==> src/hw/sba_defines.svh <==
// Command codes, timing figures and widths for the bank arbiter
`ifndef SBA_DEFINES_SVH
`define SBA_DEFINES_SVH

// Strobe codes {row strobe, column strobe, write enable}, select low
`define SBA_CMD_NOP 3'h7
`define SBA_CMD_ACT 3'h3
`define SBA_CMD_RD 3'h5
`define SBA_CMD_WR 3'h4
`define SBA_CMD_BST 3'h6
`define SBA_CMD_PRE 3'h2
`define SBA_CMD_REF 3'h1
`define SBA_CMD_MRS 3'h0

// Clock period and device times, in ns
`define SBA_CLK_NS 100
`define SBA_PRECHARGE_TIME_NS 18
`define SBA_ROW_TO_COLUMN_DELAY_NS 18
`define SBA_WRITE_RECOVERY_TIME_NS 15
`define SBA_SELF_REFRESH_EXIT_TIME_NS 120

// Least times rounded up to whole cycles
`define SBA_RP_CYC ((`SBA_PRECHARGE_TIME_NS + `SBA_CLK_NS - 1) / `SBA_CLK_NS)
`define SBA_RCD_CYC ((`SBA_ROW_TO_COLUMN_DELAY_NS + `SBA_CLK_NS - 1) / `SBA_CLK_NS)
`define SBA_WR_CYC ((`SBA_WRITE_RECOVERY_TIME_NS + `SBA_CLK_NS - 1) / `SBA_CLK_NS)
`define SBA_XSR_CYC ((`SBA_SELF_REFRESH_EXIT_TIME_NS + `SBA_CLK_NS - 1) / `SBA_CLK_NS)

// Burst length and CAS latency, in clocks
`define SBA_BURST_LEN 4
`define SBA_CAS_LAT 2
`define SBA_BANKS 4
`define SBA_CNT_W 3
`define SBA_BCNT_W 4

`endif

==> src/hw/sba_pkg.sv <==
// Types shared by the bank arbiter
package sba_pkg;

  typedef enum logic [2:0] {
    SBA_IDLE = 3'b000,
    SBA_ACTIVATING = 3'b001,
    SBA_ACTIVE = 3'b010,
    SBA_READ = 3'b011,
    SBA_WRITE = 3'b100,
    SBA_READ_AP = 3'b101,
    SBA_WRITE_AP = 3'b110,
    SBA_PRECHARGING = 3'b111
  } sba_bank_st_t;

endpackage

==> src/hw/sba_bank_arb.sv <==
// Per-bank command legality and burst interruption tracking
//
// Functional notes
// - Inhibit or no-op: in-progress operation continues
// - Read code starts burst on active bank
// - Write code starts burst on active bank
// - Precharge code closes row, one or all
// - Precharge to reading bank truncates, precharges
// - Precharge to writing bank truncates, precharges
// - Burst terminate only for the bursting bank
// - Legality only with clock enable high, exit done
// - Idle after precharge time, active after delay
// - Auto-precharge access ends idle after precharge
// - Interrupted auto-precharge bank precharges itself
// - Precharge elsewhere leaves current burst running
// - Read interrupts read, data replaced latency later
// - Write interrupts read at registration
// - Read interrupts write, last data one earlier
// - Write interrupts write, last data one earlier
// - Interrupted auto-precharge read precharges at read
// - Interrupted auto-precharge read precharges at write
// - Interrupted auto-precharge write waits write recovery
// - Write-interrupted auto-precharge write waits recovery
`timescale 1ns/1ps
`include "sba_defines.svh"

module sba_bank_arb
  import sba_pkg::*;
(
  input wire logic i_clock,
  input wire logic i_nrst,
  input wire logic i_cke,
  input wire logic i_cs_n,
  input wire logic i_ras_n,
  input wire logic i_cas_n,
  input wire logic i_we_n,
  input wire logic [1:0] i_ba,
  input wire logic i_a10,
  output logic [11:0] o_bank_state,
  output logic o_all_idle,
  output logic o_cmd_window,
  output logic o_illegal,
  output logic o_rd_beat,
  output logic o_wr_take,
  output logic o_dout_valid,
  output logic [1:0] o_dout_bank,
  output logic [3:0] o_ap_start
);

  // Bank and burst state
  sba_bank_st_t st_q [`SBA_BANKS];
  sba_bank_st_t st_d [`SBA_BANKS];
  logic [`SBA_CNT_W-1:0] cnt_q [`SBA_BANKS];
  logic [`SBA_CNT_W-1:0] cnt_d [`SBA_BANKS];
  logic [`SBA_BANKS-1:0] wr_wait_q;
  logic [`SBA_BANKS-1:0] wr_wait_d;
  logic [`SBA_BANKS-1:0] ap_start_d;
  logic [`SBA_BANKS-1:0] idle_bit;
  logic [`SBA_BANKS-1:0] pre_valid_bit;
  logic [`SBA_BANKS-1:0] end_bit;
  logic [`SBA_BANKS-1:0] idle_next;
  logic all_idle_q;
  logic burst_on_q;
  logic burst_on_d;
  logic burst_wr_q;
  logic [1:0] burst_bank_q;
  logic [`SBA_BCNT_W-1:0] burst_cnt_q;
  logic [`SBA_BCNT_W-1:0] burst_cnt_d;
  logic cke_q;
  logic [`SBA_CNT_W-1:0] xsr_cnt_q;
  logic [`SBA_CNT_W-1:0] xsr_cnt_d;
  logic [`SBA_CAS_LAT-1:0] rd_pipe_q;
  logic [1:0] rd_bank_q [`SBA_CAS_LAT];
  logic illegal_q;
  logic rd_beat_q;
  logic wr_take_q;
  logic window_q;
  logic [`SBA_BANKS-1:0] ap_start_q;

  wire window = cke_q & i_cke & (xsr_cnt_q == '0);
  wire cke_rise = ~cke_q & i_cke;

  wire sel = window & ~i_cs_n;
  wire [2:0] code = {i_ras_n, i_cas_n, i_we_n};
  wire is_act = sel & (code == `SBA_CMD_ACT);
  wire is_rd = sel & (code == `SBA_CMD_RD);
  wire is_wr = sel & (code == `SBA_CMD_WR);
  wire is_pre = sel & (code == `SBA_CMD_PRE);
  wire is_bst = sel & (code == `SBA_CMD_BST);
  wire is_ref = sel & (code == `SBA_CMD_REF);
  wire is_mrs = sel & (code == `SBA_CMD_MRS);

  sba_bank_st_t cur_st;
  assign cur_st = st_q[i_ba];
  wire all_idle = &idle_bit;
  wire all_pre_valid = &pre_valid_bit;
  wire act_ok = (cur_st == SBA_IDLE);
  wire rdwr_ok = (cur_st == SBA_ACTIVE) | (cur_st == SBA_READ) | (cur_st == SBA_WRITE);
  wire pre_one_ok = rdwr_ok | (cur_st == SBA_IDLE);
  wire pre_ok = i_a10 ? all_pre_valid : pre_one_ok;
  sba_bank_st_t burst_st;
  assign burst_st = st_q[burst_bank_q];
  wire bst_ok = burst_on_q & ((burst_st == SBA_READ) | (burst_st == SBA_WRITE));

  wire acc_act = is_act & act_ok;
  wire acc_rd = is_rd & rdwr_ok;
  wire acc_wr = is_wr & rdwr_ok;
  wire acc_pre = is_pre & pre_ok;
  wire acc_bst = is_bst & bst_ok;
  wire acc_glob = (is_ref | is_mrs) & all_idle;
  wire illegal = (is_act & ~acc_act) | (is_rd & ~acc_rd) | (is_wr & ~acc_wr) |
                 (is_pre & ~acc_pre) | (is_bst & ~acc_bst) | ((is_ref | is_mrs) & ~acc_glob);

  // Burst tracking
  wire new_burst = acc_rd | acc_wr;
  // only a hit on the burst bank, or a precharge all, truncates
  wire pre_hits = acc_pre & burst_on_q & (i_a10 | (i_ba == burst_bank_q));
  wire cont = burst_on_q & ~(acc_bst | pre_hits | new_burst);
  wire cont_more = cont & (burst_cnt_q != `SBA_BCNT_W'(1));
  // write stops read beats at registration
  wire rd_beat = acc_rd | (cont & ~burst_wr_q);
  // old write data ends before new command
  wire wr_beat = acc_wr | (cont & burst_wr_q);

  always_comb begin
    burst_on_d = burst_on_q;
    burst_cnt_d = burst_cnt_q;
    if (new_burst) begin
      burst_cnt_d = `SBA_BCNT_W'(`SBA_BURST_LEN - 1);
      burst_on_d = (`SBA_BURST_LEN > 1);
    end else if (cont) begin
      burst_cnt_d = burst_cnt_q - `SBA_BCNT_W'(1);
      burst_on_d = cont_more;
    end else begin
      burst_on_d = 1'b0;
    end
  end

  // Self refresh exit recovery count
  always_comb begin
    xsr_cnt_d = xsr_cnt_q;
    if (cke_rise) begin
      xsr_cnt_d = `SBA_CNT_W'(`SBA_XSR_CYC);
    end else if (xsr_cnt_q != '0) begin
      xsr_cnt_d = xsr_cnt_q - `SBA_CNT_W'(1);
    end
  end

  genvar gi;
  generate
    for (gi = 0; gi < `SBA_BANKS; gi++) begin : g_bank
      wire hit = (i_ba == 2'(gi));
      wire pre_me = acc_pre & (hit | i_a10);
      wire new_me = new_burst & hit;
      wire cnt_done = (cnt_q[gi] == `SBA_CNT_W'(1));
      assign idle_bit[gi] = (st_q[gi] == SBA_IDLE);
      // Next-state view so the idle output can come from a flop
      assign idle_next[gi] = (st_d[gi] == SBA_IDLE);
      assign pre_valid_bit[gi] = (st_q[gi] == SBA_IDLE) | (st_q[gi] == SBA_ACTIVE) |
                                 (st_q[gi] == SBA_READ) | (st_q[gi] == SBA_WRITE);
      // Burst in this bank ends by run-out, terminate, precharge hit or another bank's burst
      assign end_bit[gi] = burst_on_q & (burst_bank_q == 2'(gi)) & ~cont_more & ~new_me;

      always_comb begin
        st_d[gi] = st_q[gi];
        cnt_d[gi] = cnt_q[gi];
        wr_wait_d[gi] = wr_wait_q[gi];
        ap_start_d[gi] = 1'b0;
        case (st_q[gi])
          SBA_IDLE: begin
            if (acc_act & hit) begin
              st_d[gi] = SBA_ACTIVATING;
              cnt_d[gi] = `SBA_CNT_W'(`SBA_RCD_CYC);
            end
          end
          SBA_ACTIVATING: begin
            if (cnt_done) begin
              st_d[gi] = SBA_ACTIVE;
            end else begin
              cnt_d[gi] = cnt_q[gi] - `SBA_CNT_W'(1);
            end
          end
          SBA_ACTIVE, SBA_READ, SBA_WRITE: begin
            if (pre_me) begin
              st_d[gi] = SBA_PRECHARGING;
              cnt_d[gi] = `SBA_CNT_W'(`SBA_RP_CYC);
            end else if (new_me) begin
              if (acc_rd) begin
                st_d[gi] = i_a10 ? SBA_READ_AP : SBA_READ;
              end else begin
                st_d[gi] = i_a10 ? SBA_WRITE_AP : SBA_WRITE;
              end
            end else if (end_bit[gi] | (acc_bst & (burst_bank_q == 2'(gi)))) begin
              st_d[gi] = SBA_ACTIVE;
            end
          end
          SBA_READ_AP: begin
            if (end_bit[gi]) begin
              st_d[gi] = SBA_PRECHARGING;
              cnt_d[gi] = `SBA_CNT_W'(`SBA_RP_CYC);
              ap_start_d[gi] = 1'b1;
            end
          end
          SBA_WRITE_AP: begin
            if (wr_wait_q[gi]) begin
              if (cnt_done) begin
                st_d[gi] = SBA_PRECHARGING;
                cnt_d[gi] = `SBA_CNT_W'(`SBA_RP_CYC);
                wr_wait_d[gi] = 1'b0;
                ap_start_d[gi] = 1'b1;
              end else begin
                cnt_d[gi] = cnt_q[gi] - `SBA_CNT_W'(1);
              end
            end else if (end_bit[gi]) begin
              wr_wait_d[gi] = 1'b1;
              cnt_d[gi] = `SBA_CNT_W'(`SBA_WR_CYC);
            end
          end
          SBA_PRECHARGING: begin
            if (cnt_done) begin
              st_d[gi] = SBA_IDLE;
            end else begin
              cnt_d[gi] = cnt_q[gi] - `SBA_CNT_W'(1);
            end
          end
          default: begin
            st_d[gi] = SBA_IDLE;
          end
        endcase
      end

      always_ff @(posedge i_clock or negedge i_nrst) begin
        if (!i_nrst) begin
          st_q[gi] <= SBA_IDLE;
          cnt_q[gi] <= '0;
          wr_wait_q[gi] <= 1'b0;
        end else begin
          st_q[gi] <= st_d[gi];
          cnt_q[gi] <= cnt_d[gi];
          wr_wait_q[gi] <= wr_wait_d[gi];
        end
      end
    end
  endgenerate

  always_ff @(posedge i_clock or negedge i_nrst) begin
    if (!i_nrst) begin
      burst_on_q <= 1'b0;
      burst_wr_q <= 1'b0;
      burst_bank_q <= 2'h0;
      burst_cnt_q <= '0;
    end else begin
      burst_on_q <= burst_on_d;
      burst_cnt_q <= burst_cnt_d;
      if (new_burst) begin
        burst_wr_q <= acc_wr;
        burst_bank_q <= i_ba;
      end
    end
  end

  // Clock enable history starts low so the first window waits for recovery
  always_ff @(posedge i_clock or negedge i_nrst) begin
    if (!i_nrst) begin
      cke_q <= 1'b0;
      xsr_cnt_q <= '0;
    end else begin
      cke_q <= i_cke;
      xsr_cnt_q <= xsr_cnt_d;
    end
  end

  // read data leaves CAS latency after its beat
  always_ff @(posedge i_clock or negedge i_nrst) begin
    if (!i_nrst) begin
      rd_pipe_q <= '0;
    end else begin
      rd_pipe_q <= {rd_pipe_q[`SBA_CAS_LAT-2:0], rd_beat};
    end
  end

  generate
    for (gi = 0; gi < `SBA_CAS_LAT; gi++) begin : g_pipe
      always_ff @(posedge i_clock or negedge i_nrst) begin
        if (!i_nrst) begin
          rd_bank_q[gi] <= 2'h0;
        end else if (gi == 0) begin
          rd_bank_q[gi] <= acc_rd ? i_ba : burst_bank_q;
        end else begin
          rd_bank_q[gi] <= rd_bank_q[(gi == 0) ? 0 : gi - 1];
        end
      end
    end
  endgenerate

  always_ff @(posedge i_clock or negedge i_nrst) begin
    if (!i_nrst) begin
      illegal_q <= 1'b0;
      rd_beat_q <= 1'b0;
      wr_take_q <= 1'b0;
      window_q <= 1'b0;
      ap_start_q <= '0;
      all_idle_q <= 1'b1;
    end else begin
      illegal_q <= illegal;
      rd_beat_q <= rd_beat;
      wr_take_q <= wr_beat;
      window_q <= window;
      ap_start_q <= ap_start_d;
      all_idle_q <= &idle_next;
    end
  end

  // All outputs are flop values, only regrouped here
  assign o_bank_state = {st_q[3], st_q[2], st_q[1], st_q[0]};
  assign o_all_idle = all_idle_q;
  assign o_cmd_window = window_q;
  assign o_illegal = illegal_q;
  assign o_rd_beat = rd_beat_q;
  assign o_wr_take = wr_take_q;
  assign o_dout_valid = rd_pipe_q[`SBA_CAS_LAT-1];
  assign o_dout_bank = rd_bank_q[`SBA_CAS_LAT-1];
  assign o_ap_start = ap_start_q;

endmodule // sba_bank_arb

==> config.mk <==
export PLATFORM = sky130hd
export DESIGN_NAME = sba_bank_arb
export DESIGN_NICKNAME = d
export VERILOG_FILES = /design/src/hw/sba_pkg.sv /design/src/hw/sba_bank_arb.sv
export VERILOG_INCLUDE_DIRS = /design/src /design/src/hw
export SDC_FILE = /design/constraint.sdc
export NUM_CORES = 1
export LEC_CHECK = 0
export BUFFER_PORTS_ARGS = -buffer_cell sky130_fd_sc_hd__buf_2
export CAP_MARGIN = 5
export CORE_ASPECT_RATIO = 1.75
export CORE_MARGIN = 4
export CORE_UTILIZATION = 40
export DETAILED_ROUTE_END_ITERATION = 8
export GPL_TIMING_DRIVEN = 0
export PLACE_DENSITY = 0.57
export SLEW_MARGIN = 5
export SYNTH_ARGS = -nofsm -noshare
export SYNTH_HDL_FRONTEND = slang
export SYNTH_SLANG_ARGS = --single-unit
==> constraint.sdc <==
create_clock -name i_clock -period 3.8 [get_ports i_clock]
set_input_delay 0.95 -clock i_clock [delete_from_list [all_inputs] [get_ports i_clock]]
set_output_delay 0.95 -clock i_clock [all_outputs]
set_load 0.02 [all_outputs]
Yosys cells after proc, flatten, opt, wreduce, memory -nomap -nowiden
Cells that the tools add are included.
{"block": "classes", "mux": 109, "n_bitwise": 111, "n_lt_le_gt_ge": 2, "reduce_logical": 31, "n_addsub": 6, "n_eq_ne": 63}
{"cell": "$mux 3", "n": 68}
{"cell": "$pmux 3 s6", "n": 4}
{"cell": "$eq 3x3->1 const B", "n": 21}
{"cell": "$pmux 3 s5", "n": 4}
{"cell": "$and 1x1->1", "n": 58}
{"cell": "$eq 3x2->1 const B", "n": 13}
{"cell": "$or 1x1->1", "n": 36}
{"cell": "$logic_not 3->1", "n": 11}
{"cell": "$eq 3x1->1 const B", "n": 9}
{"cell": "$mux 1", "n": 23}
{"cell": "$ne 2x2->1 const B", "n": 8}
{"cell": "$not 1->1", "n": 15}
{"cell": "$sub 3x1->3 const B", "n": 5}
{"cell": "$bmux 3 s2", "n": 2}
{"cell": "$reduce_and 3->1", "n": 4}
{"cell": "$reduce_and 4->1", "n": 3}
{"cell": "$reduce_or 3->1", "n": 4}
{"cell": "$eq 2x2->1 const B", "n": 4}
{"cell": "$mux 4", "n": 2}
{"cell": "$ne 2x1->1 const B", "n": 4}
{"cell": "$pmux 1 s2", "n": 4}
{"cell": "$reduce_or 2->1", "n": 4}
{"cell": "$ge 3x3->1 const B", "n": 2}
{"cell": "$not 2->3", "n": 2}
{"cell": "other kinds (8)", "n": 12}
{"block": "totals", "inputBits": 10, "output_inout_bits": 24, "reg_bits": 55}

Longest topological paths before layout
{"block": "logic_depth", "depth_word": 27, "ltp_mapped": 14}

Least setup slack after synthesis
No wires, ideal clock.
{"block": "synth_path", "path_type": "input port to flip-flop", "from": "input port i_ba[0]", "to": "register all_idle_q, in the netlist o_all_idle", "path_slack_ps": 223, "n_path_buf": 2, "arrival_time_ps": 3487, "setup_ps": 90, "stages": 12, "cell_sequence": "buf_4 -> mux4_2 -> nor2b_1 -> buf_2 -> o211a_1 -> ha_1 -> nand3_1 -> a211oi_1 -> o32ai_1 -> nor4_1 -> nand4_1 -> nor4_2"}
{"item": "from (decl)", "line_no": "sba_bank_arb.sv:37", "source": "input wire logic [1:0] i_ba,"}
{"item": "to (signal assigned)", "line_no": "sba_bank_arb.sv:310", "source": "all_idle_q <= &idle_next;"}
{"item": "to (decl)", "line_no": "sba_bank_arb.sv:62", "source": "logic all_idle_q;"}

==> metrics.md <==
| Metric | Value |
|---|---|
| Die area | 12500 um2 |
| CP Capture Type | flip-flop |
| Synth area leaders | dfrtp_1, nand2_1, a21oi_1, nor2_1, ha_1 |
| Clk slew on worst S/H paths | approximately 0.07 ns |
| Syn_nets | 543 |
| RR Startpoint | o_bank_state[7] |
| R2R setup slack | 0.19 ns |
| Critical path's largest stage delay | 0.60 ns |
| Gr busiest metal | met2 |
| Synth warn | 0 |
| Hold path endpoint | o_dout_bank[1] |
| Final WL | between 10000 and 15000 um |
| Yosys cell types | 80 |
| GR Util met1 | a little under a quarter |
| Most frequent cells in the layout | nand2_1, dfrtp_1, nor2_1, a21oi_1, buf_2 |
| Hold Startpoint | rd_bank_q[3] |
| Finished Core Util | between 40% and 50% |
| Buf/Inv on CP | 1 |
| Initial Utilization | between 40% and 50% |
| Die Ht | 145 um |
| Worst-Margin Slew | 0.699 ns |
| Remaining global-route overflow | 0 |
| Final Max Tran Viols | 0 |
| Largest net degree at the start of global routing | 55 |
| Hold Violations, Final | 0 |
| # setup viols final | 0 |
| Hold Path Cell Cnt | 0 |
| Number of I/O pins | 34 |
| DP Cell Count | around 680 |
| Crit-path cells | buf_4 -> mux4_2 -> nor3b_2 -> o211a_1 -> ha_4 -> a311oi_1 -> o22a_1 -> a2111oi_2 -> nand4_1 -> nor4_2 |
| Die width | between 80 and 90 um |
| Top-area cell type share of the netlist area | 31.1% |
| Antenna viol nets, final | 0 |
| Wire length per cell | 18.3 um |
| Synth-to-Final Area Change | 13.7% |
| Startpoint Class | primary input |
| Synthesized instance count | 520 |
| Critical R2R Capture | o_all_idle |
| H-tree depth | 2 |
| Vias in the first global route | 4128 |
| Detailed placer's ending HPWL | 9570 um |
| Period utilization | 98.4% |
| Most area-hungry cell type in the Yosys netlist | dfrtp_1 |
| Synthesized area per cell | 8.21 um2 |
| Top_reg_cell synth | dfrtp_1 |
| Max_cap viols | 0 |
| EDFF count, synth | 0 |
| Site Rows | 49 |
| CTS tree | done |
| Power Density | 562 nW/um2 |
| Setup Skew | 0.00593 ns |
| CTS Buffer Depth | 2 |
| Antenna violations before repair | 0 |
| DRC Markers | 0 |
| CTS root buffer | clkbuf_16 |
| Critical Path Fanout Max | 7 |
| Initial DRC count | about 260 |
| Leakage | 2.07 nW |
| Peak supply drop | 0.270 mV |
| First-pass GRT wire length | about 21000 um |
| HP Class | reg -> reg |
| N_diodes | 0 |
| Status | finished, final reports clean |
| Clock sinks | 54 |
| Layout Nets | 589 |
| Met3 Use GR | under 10% |
| Worst-Skew Late Latency | ~0.30 ns |
| Final Critical Period | 3.74 ns |
| Asr flop ratio synth | 100% |
| Vias post-DR | 4143 |
| Core footprint | just over 10000 um2 |
| CP Data Arrival Time | between 3 and 4 ns |
| Gr usage total | 20.9% |
| Syn Std Cell Area | between 4000 and 5000 um2 |
| Max frequency | about 270 MHz |
| Relative slew slack | between 50% and 60% |
| Final Power | ~2.7 mW |
| Req. time, crit path | 4.01 ns |
| Setup CP Type | in -> reg |
| Top Family by Delay on Critical Path | compound AO/OA/AOI/OAI gates |
| Drt pass-1 iters | 5 |
| CP max-delay cell | mux4_2 |
| Via density per instance | 5.97 |
| GRT met2 Usage | 37.3% |
| CTS buffer count | 5 |
| Worst Reg-to-Reg Cells | 11 |
| Hold Buf Count CTS | 0 |
| Layout Cells excl Fill | 694 |
| PortBufs | 30 |
| RD Place Congestion | 0.936 |
| Share of post-route cells with drive strength above 1 | 16.8% |
| Seq/Total Area, Yosys | 31.7% |
| Post-synthesis register bit count | 54 |
## repair_timing
action / 4_1_cts / 5_1_grt
gates resized for setup: 0 / 10
buffers inserted: 0 / 9
setup endpoints to repair: 0 / 2
## layout make-up
class	count	area (um2)
Clock inverter	3	21.3
Clock buffer	5	125
Tap cell	127	159
Fill cell	1065	5510
Inverter	23	86.3
Buffer	34	154
Sequential cell	54	1350
Multi-Input combinational cell	409	2730
Timing Repair Buffer	39	220
## kinds of logic (layout without fill, tap and decap cells)
family                   after synthesis  after routing  share of synthesized area [%]
AO/OA/AOI/OAI                        158            158                           25.4
XOR/XNOR                               7              7                           1.44
adder cells (fa/ha/maj)               13             13                           3.81
buffers and inverters                 57            104                           5.63
flip-flops                            54             54                           31.7
multiplexers                          12             12                           4.69
AND/OR/NAND/NOR                      219            219                           27.4
## through the flow
stage               setup slack (ns)  area [um2]  hold WS (ns)  setup TNS, ns
finish                        0.0623        4850         0.355              0
floorplan                      0.223        4270         0.331              0
global route                 -0.0470        4850         0.360        -0.0470
detailed placement            -0.300        4580         0.339         -0.581
global placement              -0.305        4580         0.334         -0.537
CTS                          0.00239        4720         0.358              0
## state kept, by name (all words and copies together), names as in the netlist, 3 cells and up
signal,flops
burst_cnt_q,4
o_bank_state,12
cnt_q,12
o_ap_start,4
wr_wait_q,4
xsr_cnt_q,3
## worst max-delay path by stage
stage               cells past startpoint  slack [ns]    endpoint  startpoint
finish                                 10        0.06  o_all_idle     i_ba[0]
global route                           10       -0.05  o_all_idle     i_ba[0]
CTS                                    12       0.002  o_all_idle     i_ba[0]
detailed placement                     12       -0.30  o_all_idle     i_ba[0]
global placement                       11       -0.31  o_all_idle     i_ba[0]
floorplan                              12        0.22  o_all_idle     i_ba[0]
## synth_stat cells (all sizes together), types with 3 or more instances
master	count
dfrtp	53
nand2	53
nor2	47
a21oi	42
o21ai	37
nor2b	24
inv	22
clkbuf	21
buf	13
ha	13
nand2b	12
nor3	12
and3	11
nand3	11
nor4	11
a31oi	9
a22oi	6
and2	6
mux4	6
nor3b	6
or2	6
o31ai	5
xnor2	5
a2111oi	4
a22o	4
and4	4
mux2	4
o211ai	4
a211o	3
a211oi	3
a21o	3
nand3b	3
nand4	3
o21a	3
o22ai	3
o31a	3
o32ai	3
or3	3
## report_power, final
part           switching [mW]  internal, mW  total (mW)
Clock                   0.223         0.245       0.467
Sequential              0.120         0.704       0.824
Combinational           0.880         0.553        1.43
## metal layers
layer  wire, um  up-vias
li1           -     1996
met1       4990     1977
met2       6440      118
met3        580       52
met4        683        0
met5          0        -
Note: power is estimated with default switching activity, not from simulation.
